File: config.mk
export PLATFORM = sky130hd
export DESIGN_NAME = prioritized_vector_interrupt_ctl
export DESIGN_NICKNAME = d
export VERILOG_FILES = /design/src/shared/irq_ctl_pkg.sv /design/src/rtl/prioritized_vector_interrupt_ctl.sv
export VERILOG_INCLUDE_DIRS = /design/src /design/src/shared
export SDC_FILE = /design/constraint.sdc
export NUM_CORES = 1
export LEC_CHECK = 0
export BUFFER_PORTS_ARGS = -buffer_cell sky130_fd_sc_hd__buf_2
export CORE_MARGIN = 3
export CORE_UTILIZATION = 46
export CTS_BUF_LIST = sky130_fd_sc_hd__clkbuf_16
export DETAILED_ROUTE_END_ITERATION = 12
export GPL_ROUTABILITY_DRIVEN = 1
export HOLD_SLACK_MARGIN = 0.03
export PLACE_DENSITY = 0.67
export SLEW_MARGIN = 20
export SYNTH_ARGS = -nofsm -noshare
export SYNTH_HDL_FRONTEND = slang
export SYNTH_SLANG_ARGS = --single-unit
File: constraint.sdc
create_clock -name clk_sys -period 21.3 [get_ports clk_sys]
set_input_delay 3.195 -clock clk_sys [delete_from_list [all_inputs] [get_ports clk_sys]]
set_output_delay 3.195 -clock clk_sys [all_outputs]
set_load 0.05 [all_outputs]
File: src/shared/irq_ctl_defs.svh
// Register map, field positions, vectors and source indexes of the interrupt controller
`ifndef IRQ_CTL_DEFS_SVH
`define IRQ_CTL_DEFS_SVH
// ==========================================================================
// Register byte offsets
`define REG_EN_A      8'h00
`define REG_EN_B      8'h04
`define REG_PRIO_LO   8'h08
`define REG_PRIO_HI   8'h0C
`define REG_FLAGS     8'h10
`define REG_EXT_CTL   8'h14
`define REG_STATUS    8'h18
`define ADDR_W        8
// ==========================================================================
// Field positions
`define EN_A_ALL      7
`define EN_B_T2REL    7
`define EXT_TYPE0     0
`define EXT_TYPE1     1
`define EXT_E3_RISE   2
`define RST_BYTE      8'h00
// ==========================================================================
// Flag bits in the flag register
`define FL_CONV       0
`define FL_SOFT       1
`define FL_EX3        2
`define FL_EX4        3
`define FL_EX5        4
`define FL_EX6        5
`define FL_T2OVF      6
`define FL_T2REL      7
`define FL_EXT0       8
`define FL_EXT1       9
`define FL_WAKE       10
`define NFLAG         11
// ==========================================================================
// Pin bits after synchronising
`define PIN_EXT0      0
`define PIN_EXT1      1
`define PIN_EX3       2
`define PIN_EX4       3
`define PIN_EX5       4
`define PIN_EX6       5
`define PIN_T2REL     6
`define NPIN          7
// ==========================================================================
// Sources in polling order, vector layout
`define NSRC          13
`define NGRP          6
`define SRC_WAKE      12
`define VEC_BASE      16'h0003
`define VEC_STEP      16'h0008
`define VEC_SOFT_GAP  16'h0040
`define VEC_WAKE      16'h007B
`define LVL_TOP       2'h3
`define CALL_MC       2'h2
`endif

File: src/shared/irq_ctl_pkg.sv
// Types shared by the interrupt controller and its surroundings
package irq_ctl_pkg;
    typedef logic [1:0] lvl_t;
    typedef enum logic [2:0] {
        CALL_IDLE = 3'b001,
        CALL_ONE  = 3'b010,
        CALL_TWO  = 3'b100
    } call_st_e;
    typedef struct packed {
        logic mc_tick;
        logic last_cycle;
        logic return_from_irq;
    } core_in_s;
    typedef struct packed {
        logic       call;
        logic [15:0] vector;
        logic [12:0] ack;
    } core_out_s;
    typedef struct packed {
        logic       t0_ovf;
        logic       t1_ovf;
        logic       serial;
        logic       t2_ovf_set;
        logic       conv_done_set;
        logic [3:0] cmp_evt;
        logic       wake_set;
    } periph_s;
    typedef struct packed {
        logic t2_reload_pin;
        logic ext6_pin;
        logic ext5_pin;
        logic ext4_pin;
        logic ext3_pin;
        logic ext1_req_pin_n;
        logic ext0_req_pin_n;
    } pins_s;
endpackage : irq_ctl_pkg
File: src/rtl/prioritized_vector_interrupt_ctl.sv
// Prioritised vectored interrupt controller with AHB-Lite registers
// What this block does
// - Each group's level from two priority bits
// - Preempt only by strictly higher level
// - Highest pending level is serviced first
// - Equal level: first source, lower group
// - Six fixed source pairs in polling order
// - High:low bits encode level zero to three
// - Sample flags each machine cycle, poll next
// - Block call: equal or higher level in service, mid-instruction, return/enable or priority write
// - One more instruction after return or enable/priority write
// - No pending memory; cleared requests are dropped
// - Late higher request vectored after one instruction of the lower routine
// - Two-cycle hardware call loads source vector
// - Fixed vectors eight bytes apart, wake highest
// - Interrupt return clears current level's service
// - External 0/1 cleared only when edge mode
// - External 0/1: low level or falling edge
// - External 4-6 rising; reload falls when enabled
// - Edge flags except reload cleared when routine is called
// - At least three cycles flag to routine
// - Blocking adds at most three or five cycles
// - Software writes flags like hardware, except level
`timescale 1ns/100ps
`include "irq_ctl_defs.svh"
module prioritized_vector_interrupt_ctl #(
    parameter int VEC_W = 16
) (
    input  wire logic                  clk_sys,
    input  wire logic                  rst_n,
    input  wire logic                  hsel,
    input  wire logic [31:0]           haddr,
    input  wire logic [1:0]            htrans,
    input  wire logic                  hwrite,
    input  wire logic [2:0]            hsize,
    input  wire logic [31:0]           hwdata,
    input  wire logic                  hready,
    output logic [31:0]                hrdata,
    output logic                       hreadyout,
    output logic                       hresp,
    input  wire irq_ctl_pkg::core_in_s core_in,
    input  wire irq_ctl_pkg::periph_s  periph,
    input  wire irq_ctl_pkg::pins_s    pins,
    output irq_ctl_pkg::core_out_s     core_out
);
    import irq_ctl_pkg::*;

    if (VEC_W != 16) begin : g_bad_w
        $error("Vector width must be 16");
    end

    // ======================================================================
    // Bus slave
    logic [7:0]            en_a_r, en_b_r, pl_r, ph_r, ectl_r;
    logic [`NFLAG-1:0]     fl_r, fl_nxt;
    logic [3:0]            isv_r, isv_nxt;
    logic [31:0]           hrdata_r, rd_data;
    logic                  ap_wr_r;
    logic [`ADDR_W-1:0]    ap_addr_r;
    wire                   ap_take = hsel & htrans[1] & hready;
    wire [`ADDR_W-1:0]     a_ad = haddr[`ADDR_W-1:0];
    wire                   wr_en_a = ap_wr_r & (ap_addr_r == `REG_EN_A);
    wire                   wr_en_b = ap_wr_r & (ap_addr_r == `REG_EN_B);
    wire                   wr_pl = ap_wr_r & (ap_addr_r == `REG_PRIO_LO);
    wire                   wr_ph = ap_wr_r & (ap_addr_r == `REG_PRIO_HI);
    wire                   wr_fl = ap_wr_r & (ap_addr_r == `REG_FLAGS);
    wire                   wr_ec = ap_wr_r & (ap_addr_r == `REG_EXT_CTL);

    always_comb begin
        case (a_ad)
            `REG_EN_A:    rd_data = {24'h000000, en_a_r};
            `REG_EN_B:    rd_data = {24'h000000, en_b_r};
            `REG_PRIO_LO: rd_data = {26'h0000000, pl_r[5:0]};
            `REG_PRIO_HI: rd_data = {26'h0000000, ph_r[5:0]};
            `REG_FLAGS:   rd_data = {21'h000000, fl_r};
            `REG_EXT_CTL: rd_data = {29'h00000000, ectl_r[2:0]};
            `REG_STATUS:  rd_data = {4'h0, core_out.vector, 8'h00, isv_r};
            default:      rd_data = 32'h00000000;
        endcase
    end

    always_ff @(posedge clk_sys or negedge rst_n) begin
        if (!rst_n) begin
            ap_wr_r   <= 1'b0;
            ap_addr_r <= `RST_BYTE;
            hrdata_r  <= 32'h00000000;
        end else begin
            ap_wr_r   <= ap_take & hwrite;
            ap_addr_r <= a_ad;
            if (ap_take & ~hwrite) begin
                hrdata_r <= rd_data;
            end
        end
    end

    // Zero wait states; every access answers OKAY
    assign hrdata    = hrdata_r;
    assign hreadyout = 1'b1;
    assign hresp     = 1'b0;

    always_ff @(posedge clk_sys or negedge rst_n) begin
        if (!rst_n) begin
            en_a_r <= `RST_BYTE;
            en_b_r <= `RST_BYTE;
            pl_r   <= `RST_BYTE;
            ph_r   <= `RST_BYTE;
            ectl_r <= `RST_BYTE;
        end else begin
            if (wr_en_a) en_a_r <= hwdata[7:0];
            if (wr_en_b) en_b_r <= hwdata[7:0];
            if (wr_pl)   pl_r   <= hwdata[7:0];
            if (wr_ph)   ph_r   <= hwdata[7:0];
            if (wr_ec)   ectl_r <= hwdata[7:0];
        end
    end

    // ======================================================================
    // Pin synchronisers and machine-cycle samples
    logic [`NPIN-1:0] s1_r, s2_r, s3_r, pq_r, smp_r;
    wire              tick = core_in.mc_tick;

    always_ff @(posedge clk_sys or negedge rst_n) begin
        if (!rst_n) begin
            s1_r  <= 7'h03;
            s2_r  <= 7'h03;
            s3_r  <= 7'h03;
            pq_r  <= 7'h03;
            smp_r <= 7'h03;
        end else begin
            s1_r <= pins;
            s2_r <= s1_r;
            s3_r <= s2_r;
            // Accept a change only once two stages agree
            if (s2_r == s3_r) pq_r <= s3_r;
            if (tick) smp_r <= pq_r;
        end
    end

    // Transitions between successive machine-cycle samples
    wire [`NPIN-1:0] rise = {`NPIN{tick}} & pq_r & ~smp_r;
    wire [`NPIN-1:0] fall = {`NPIN{tick}} & ~pq_r & smp_r;
    wire             edge0 = ectl_r[`EXT_TYPE0];
    wire             edge1 = ectl_r[`EXT_TYPE1];
    wire             ex3_hit = ectl_r[`EXT_E3_RISE] ? rise[`PIN_EX3] : fall[`PIN_EX3];

    // ======================================================================
    // Request flags
    logic [`NFLAG-1:0] hw_set, hw_clr;
    logic [12:0]       ack_nxt;

    always_comb begin
        hw_set = '0;
        hw_set[`FL_CONV]  = periph.conv_done_set;
        hw_set[`FL_EX3]   = ex3_hit | periph.cmp_evt[0];
        hw_set[`FL_EX4]   = rise[`PIN_EX4] | periph.cmp_evt[1];
        hw_set[`FL_EX5]   = rise[`PIN_EX5] | periph.cmp_evt[2];
        hw_set[`FL_EX6]   = rise[`PIN_EX6] | periph.cmp_evt[3];
        hw_set[`FL_T2OVF] = periph.t2_ovf_set;
        hw_set[`FL_T2REL] = fall[`PIN_T2REL] & en_b_r[`EN_B_T2REL];
        hw_set[`FL_EXT0]  = edge0 & fall[`PIN_EXT0];
        hw_set[`FL_EXT1]  = edge1 & fall[`PIN_EXT1];
        hw_set[`FL_WAKE]  = periph.wake_set;
        hw_clr = '0;
        hw_clr[`FL_SOFT]  = ack_nxt[3];
        hw_clr[`FL_EX3]   = ack_nxt[5];
        hw_clr[`FL_EX4]   = ack_nxt[7];
        hw_clr[`FL_EX5]   = ack_nxt[9];
        hw_clr[`FL_EX6]   = ack_nxt[11];
        hw_clr[`FL_EXT0]  = ack_nxt[0] & edge0;
        hw_clr[`FL_EXT1]  = ack_nxt[4] & edge1;
        hw_clr[`FL_WAKE]  = ack_nxt[`SRC_WAKE];
        // Set wins over any clear; software acts as hardware would
        fl_nxt = hw_set | (wr_fl ? hwdata[`NFLAG-1:0] : (fl_r & ~hw_clr));
        // Level mode: the flag follows the sampled pin, writes ignored
        if (!edge0) fl_nxt[`FL_EXT0] = tick ? ~pq_r[`PIN_EXT0] : fl_r[`FL_EXT0];
        if (!edge1) fl_nxt[`FL_EXT1] = tick ? ~pq_r[`PIN_EXT1] : fl_r[`FL_EXT1];
    end

    always_ff @(posedge clk_sys or negedge rst_n) begin
        if (!rst_n) fl_r <= '0;
        else        fl_r <= fl_nxt;
    end

    // ======================================================================
    // Requests in polling order and their sampling
    logic [`NSRC-1:0] req, req_smp_r;
    wire              all_en = en_a_r[`EN_A_ALL];

    assign req = {`NSRC{all_en}} & {
        fl_nxt[`FL_WAKE],
        fl_nxt[`FL_EX6]  & en_b_r[5],
        (fl_nxt[`FL_T2OVF] | fl_nxt[`FL_T2REL]) & en_a_r[5],
        fl_nxt[`FL_EX5]  & en_b_r[4],
        periph.serial    & en_a_r[4],
        fl_nxt[`FL_EX4]  & en_b_r[3],
        periph.t1_ovf    & en_a_r[3],
        fl_nxt[`FL_EX3]  & en_b_r[2],
        fl_nxt[`FL_EXT1] & en_a_r[2],
        fl_nxt[`FL_SOFT] & en_b_r[1],
        periph.t0_ovf    & en_a_r[1],
        fl_nxt[`FL_CONV] & en_b_r[0],
        fl_nxt[`FL_EXT0] & en_a_r[0]
    };

    // Fresh every machine cycle: a request not seen at the tick is forgotten
    always_ff @(posedge clk_sys or negedge rst_n) begin
        if (!rst_n)    req_smp_r <= '0;
        else if (tick) req_smp_r <= req;
    end

    // ======================================================================
    // Arbitration
    function automatic lvl_t src_lvl(input int s, input logic [7:0] lo, input logic [7:0] hi);
        if (s == `SRC_WAKE) return `LVL_TOP;
        return {hi[s/2], lo[s/2]};
    endfunction

    function automatic logic [15:0] src_vec(input int s);
        if (s == `SRC_WAKE) return `VEC_WAKE;
        if (s[0]) return `VEC_BASE + `VEC_SOFT_GAP + 16'(s / 2) * `VEC_STEP;
        return `VEC_BASE + 16'(s / 2) * `VEC_STEP;
    endfunction

    logic       win_ok;
    logic [3:0] win_idx;
    lvl_t       win_lvl, cur_lvl;

    always_comb begin
        win_ok  = 1'b0;
        win_idx = 4'h0;
        win_lvl = 2'h0;
        // Ascending scan with strict compare keeps the first at the top level
        for (int s = 0; s < `NSRC; s++) begin
            if (req_smp_r[s] && (!win_ok || src_lvl(s, pl_r, ph_r) > win_lvl)) begin
                win_ok  = 1'b1;
                win_idx = 4'(s);
                win_lvl = src_lvl(s, pl_r, ph_r);
            end
        end
        cur_lvl = 2'h0;
        for (int l = 0; l < 4; l++) begin
            if (isv_r[l]) cur_lvl = 2'(l);
        end
    end

    // ======================================================================
    // Blocking and the hardware call
    call_st_e st_r, st_nxt;
    logic     blk_r;
    wire      blk_evt = core_in.return_from_irq | wr_en_a | wr_en_b | wr_pl | wr_ph;
    wire      higher = (isv_r == 4'h0) | (win_lvl > cur_lvl);
    wire      grant = tick & core_in.last_cycle & ~blk_r & ~blk_evt
                      & (st_r == CALL_IDLE) & win_ok & higher;

    // The blocking instruction itself ends, then one more must run
    always_ff @(posedge clk_sys or negedge rst_n) begin
        if (!rst_n)                            blk_r <= 1'b0;
        else if (blk_evt)                      blk_r <= 1'b1;
        else if (tick & core_in.last_cycle)    blk_r <= 1'b0;
    end

    always_comb begin
        st_nxt = st_r;
        case (st_r)
            CALL_IDLE: if (grant) st_nxt = CALL_ONE;
            CALL_ONE:  if (tick)  st_nxt = CALL_TWO;
            CALL_TWO:  if (tick)  st_nxt = CALL_IDLE;
            default:              st_nxt = CALL_IDLE;
        endcase
    end

    always_comb begin
        ack_nxt = '0;
        if (grant) ack_nxt[win_idx] = 1'b1;
        isv_nxt = isv_r;
        // Clear the current level on interrupt return only
        if (core_in.return_from_irq) isv_nxt[cur_lvl] = 1'b0;
        if (grant) isv_nxt[win_lvl] = 1'b1;
    end

    always_ff @(posedge clk_sys or negedge rst_n) begin
        if (!rst_n) begin
            st_r     <= CALL_IDLE;
            isv_r    <= 4'h0;
            core_out <= '0;
        end else begin
            st_r            <= st_nxt;
            isv_r           <= isv_nxt;
            core_out.call   <= (st_nxt != CALL_IDLE);
            core_out.ack    <= ack_nxt;
            if (grant) core_out.vector <= src_vec(int'(win_idx));
        end
    end

    // ======================================================================
    // Checks
    logic [1:0] call_mc_r;
    lvl_t       top_req_lvl;
    logic [3:0] top_req_idx;

    // Machine cycles seen while the call stands; cleared at each grant
    always_ff @(posedge clk_sys or negedge rst_n) begin
        if (!rst_n)                    call_mc_r <= 2'h0;
        else if (grant)                call_mc_r <= 2'h0;
        else if (core_out.call & tick) call_mc_r <= call_mc_r + 2'h1;
    end

    // Two passes, unlike the arbiter: top level first, then lowest index at it
    always_comb begin
        top_req_lvl = 2'h0;
        top_req_idx = 4'h0;
        for (int s = 0; s < `NSRC; s++) begin
            if (req_smp_r[s] && src_lvl(s, pl_r, ph_r) > top_req_lvl) begin
                top_req_lvl = src_lvl(s, pl_r, ph_r);
            end
        end
        for (int s = `NSRC - 1; s >= 0; s--) begin
            if (req_smp_r[s] && src_lvl(s, pl_r, ph_r) == top_req_lvl) begin
                top_req_idx = 4'(s);
            end
        end
    end
endmodule : prioritized_vector_interrupt_ctl

==> run_results.csv <==
group,metric,value,unit
run_status,outcome,"finished, final reports clean",
synth,postSynthAreaPerCell,10.3,um2
floorplanning,start_util,47.4,%
place,gp_congestion,0.901,
synth,yosysTopAreaCellShare,45.2,%
routing,drtIter0Drc,623,
synth,syn_area,0.00726,mm2
global_routing,grt_overflow_total,0,
pwr,pwr_density_cell,81.3,mW/mm2
critical_path,reg2reg_slack,1.56,ns
synth,ys_seq_elements,142,
flow_run,cap_violations,0,
pwr,p_sw,194,uW
sta,clock_skew,0.0105,ns
critical_path,cp-start-kind,"register",
sta,min_period,19.74,ns
hold_path,hp-class,"register to register",
synth,synth-main-ff-cell,"dfrtp_1",
place,dp_hpwl,14.8,mm
floorplanning,std_cell_rows,45,
pwr,switching_share,28.5,%
global_routing,track_usage,23.7,%
finish,fin_cells,1013,
finish,fin_nets,897,
synth,synth_top_cell_by_area,"dfrtp_1",
critical_path,cp.required,21.59,ns
synth,synth_cells,706,
pwr,clockPowerShare,42.1,%
pwr,power_frac_seq,43.9,%
finish,n_antenna_cell,0,
sta,grt_setup_unrepaired,"false",
pwr,internal_power,487,uW
pwr,ir_drop,0.0000664,V
clock_network,cts_buffers,17,
clock_network,clockBufferDepth,2,
floorplanning,die_w,132,um
sta,fmax,0.0506,GHz
clock_network,clock_sinks,142,
sta,slew_viol_final,0,
routing,ant_nets,0,
synth,yosys.cell_types.count,82,
pwr,power_leakage,3.83,nW
floorplanning,fp.dieH,132,um
clock_network,cts_max_level,4,
clock_network,cts_root_buffer,"clkbuf_16",
synth,synth-edff-count,0,
critical_path,cp_common_cell,"ha_1",
synth,post-synth-top-count-cell,"dfrtp_1",
sta,setup_viol,0,
clock_network,cts_tree,"yes",
sta,tns,0,ns
place,post-place-cells,981,
synth,synthTopCellsByCount,"131 x dfrtp_1, 83 x nand2_1, 53 x nor2_1, 45 x o21ai_0, 39 x mux2_2",
sta,tightest_slew,1.14,ns
floorplanning,dieArea,0.0173,mm2
place,io_buffers,81,
critical_path,setup.worst_path.class,"register to register",
floorplanning,ios,158,
sta,min_period_over_period,92.7,%
critical_path,crit_slowest_cell,"nor4_1",
pwr,comb_power_share,14.0,%
finish,drive_gt1_share,24.4,%
global_routing,grt_max_degree,80,
global_routing,grt_pass1_vias,5805,
synth,netlist_top_cells_area,"dfrtp_1 45%, mux2_2 6.0%, nand2_1 4.3%",
routing,finalWirelength,20.0,mm
synth,ys_async_sr_fraction,100,%
critical_path,worstPathArrival,20.04,ns
clock_network,clk_pin_slew,0.06,ns
routing,firstDrtPassIters,5,
critical_path,critPathMaxFanout,9,
place,post-place-ws,1.58,ns
sta,relSlewSlack,23.7,%
global_routing,grt_pass1_wl,32.1,mm
critical_path,endpoint_kind,"register",
routing,viasPerCell,5.80,
finish,syn_to_final_growth,15.2,%
synth,synth_seq_area_share,49.1,%
routing,post_drt_wl_per_cell,19.7,um
routing,drc,0,
critical_path,worst_path_largest_cell_delay,0.66,ns
floorplanning,fp.coreArea,0.0153,mm2
sta,hold_violations,0,
synth,yosysWarningCount,0,
clock_network,clk_latency,0.42,ns
clock_network,postCtsHoldBufs,0,
sta,whs,0.345,ns
global_routing,antenna_found_initial,0,
pwr,power,680,uW
routing,num_vias,5879,
finish,fillCellCount,1376,
sta,setup_slack,1.56,ns
## placed cells by master (no fill, tap or decap), types with 4 or more instances in the layout
cell          n
dfrtp_1     131
nand2_1      83
buf_2        80
nor2_1       53
o21ai_0      45
mux2_2       39
inv_1        29
conb_1       27
a21oi_1      24
nand3_1      19
nor3_1       17
clkbuf_16    17
ha_1         14
a22oi_1      12
a31oi_1      12
dfstp_2      11
and3_1        9
a21o_1        8
nor2b_1       7
a32o_1        7
a222oi_1      7
buf_4         7
o31ai_1       6
or2_2         6
nand2b_1      6
nor4_1        6
clkinvlp_4    6
and2_1        5
nand4_1       5
nand3b_1      5
o21a_1        4
o21ai_1       4
o31a_1        4
xnor2_1       4
## power by group through the flow
stage | Sequential, mW | Clock (mW) | Combinational, mW
2_1_floorplan | 0.309 | 0 | 0.0619
3_3_place_gp | 0.302 | 0 | 0.0917
3_5_place_dp | 0.303 | 0 | 0.0945
4_1_cts | 0.298 | 0.290 | 0.0949
5_1_grt | 0.300 | 0.304 | 0.104
6_report | 0.298 | 0.287 | 0.0950
## critical path, delay by kind of cell (launching register included)
| family | cells | cell delay [ns] |
|---|---|---|
| AO/OA/AOI/OAI | 33 | 8.61 |
| AND/OR/NAND/NOR | 27 | 5.40 |
| adder cells (fa/ha/maj) | 12 | 3.56 |
| multiplexers | 3 | 0.85 |
| buffers and inverters | 4 | 0.71 |
| flip-flops | 1 | 0.47 |
## final timing paths
path,startpoint,endpoint,cells after the start
min reg2reg,s1_r[4],s2_r[4],0
max reg2reg,req_smp_r[0],fl_r[8],79
min,s1_r[4],s2_r[4],0
max in group asynchronous,rst_n,en_b_r[0],2
max,req_smp_r[0],fl_r[8],79
min in group asynchronous,rst_n,isv_r[1],1
## flip-flops by register name, summed over array words and instances (netlist names), 4 cells and up
| signal | flops |
|---|---|
| en_b_r | 8 |
| ap_addr_r | 8 |
| pl_r | 6 |
| en_a_r | 8 |
| s1_r | 7 |
| hrdata | 16 |
| ph_r | 6 |
| s2_r | 7 |
| smp_r | 7 |
| s3_r | 7 |
| req_smp_r | 13 |
| isv_r | 4 |
| pq_r | 7 |
| core_out | 19 |
| fl_r | 11 |
## layout make-up
type                       instances  area, um2  share of cell area (%)
clock buffer                      17        425                    5.09
clock inverter                    15        149                    1.78
inverter                          27        101                    1.21
multi-input combinational        513       3390                    40.6
sequential                       142       3570                    42.7
tap                              211        264                    3.16
timing repair buffer              88        464                    5.55
## kinds of logic (layout without fill, tap and decap cells)
| family | after synthesis | count (layout) | share of synthesized area (%) |
|---|---|---|---|
| AND/OR/NAND/NOR | 244 | 244 | 16.5 |
| AO/OA/AOI/OAI | 177 | 177 | 18.5 |
| flip-flops | 142 | 142 | 49.1 |
| buffers and inverters | 76 | 147 | 5.60 |
| multiplexers | 43 | 43 | 6.74 |
| adder cells (fa/ha/maj) | 15 | 15 | 2.55 |
| XOR/XNOR | 7 | 7 | 0.845 |
| other | 2 | 27 | 0.103 |
## routing by layer
metal	global-route usage, %	vias to the layer above	share of wire, %	wire length (um)
met5	0	-	0	0
met1	31.1	2930	42	8370
met4	7.64	0	1.8	360
met2	40.0	219	50	9970
li1	-	2704	-	-
met3	4.10	26	6.4	1280
## through the flow
step,instance area [um2],utilization [%]
6_report,8360,54.6
5_1_grt,8360,54.6
4_1_cts,8360,54.6
3_5_place_dp,7780,50.8
3_3_place_gp,7780,50.8
2_1_floorplan,7350,-
## repair_timing
action	CTS	global route
setup endpoints to repair	0	2
setup buffers	0	0
resized for setup	0	1
(Power assumes the default switching activity.)
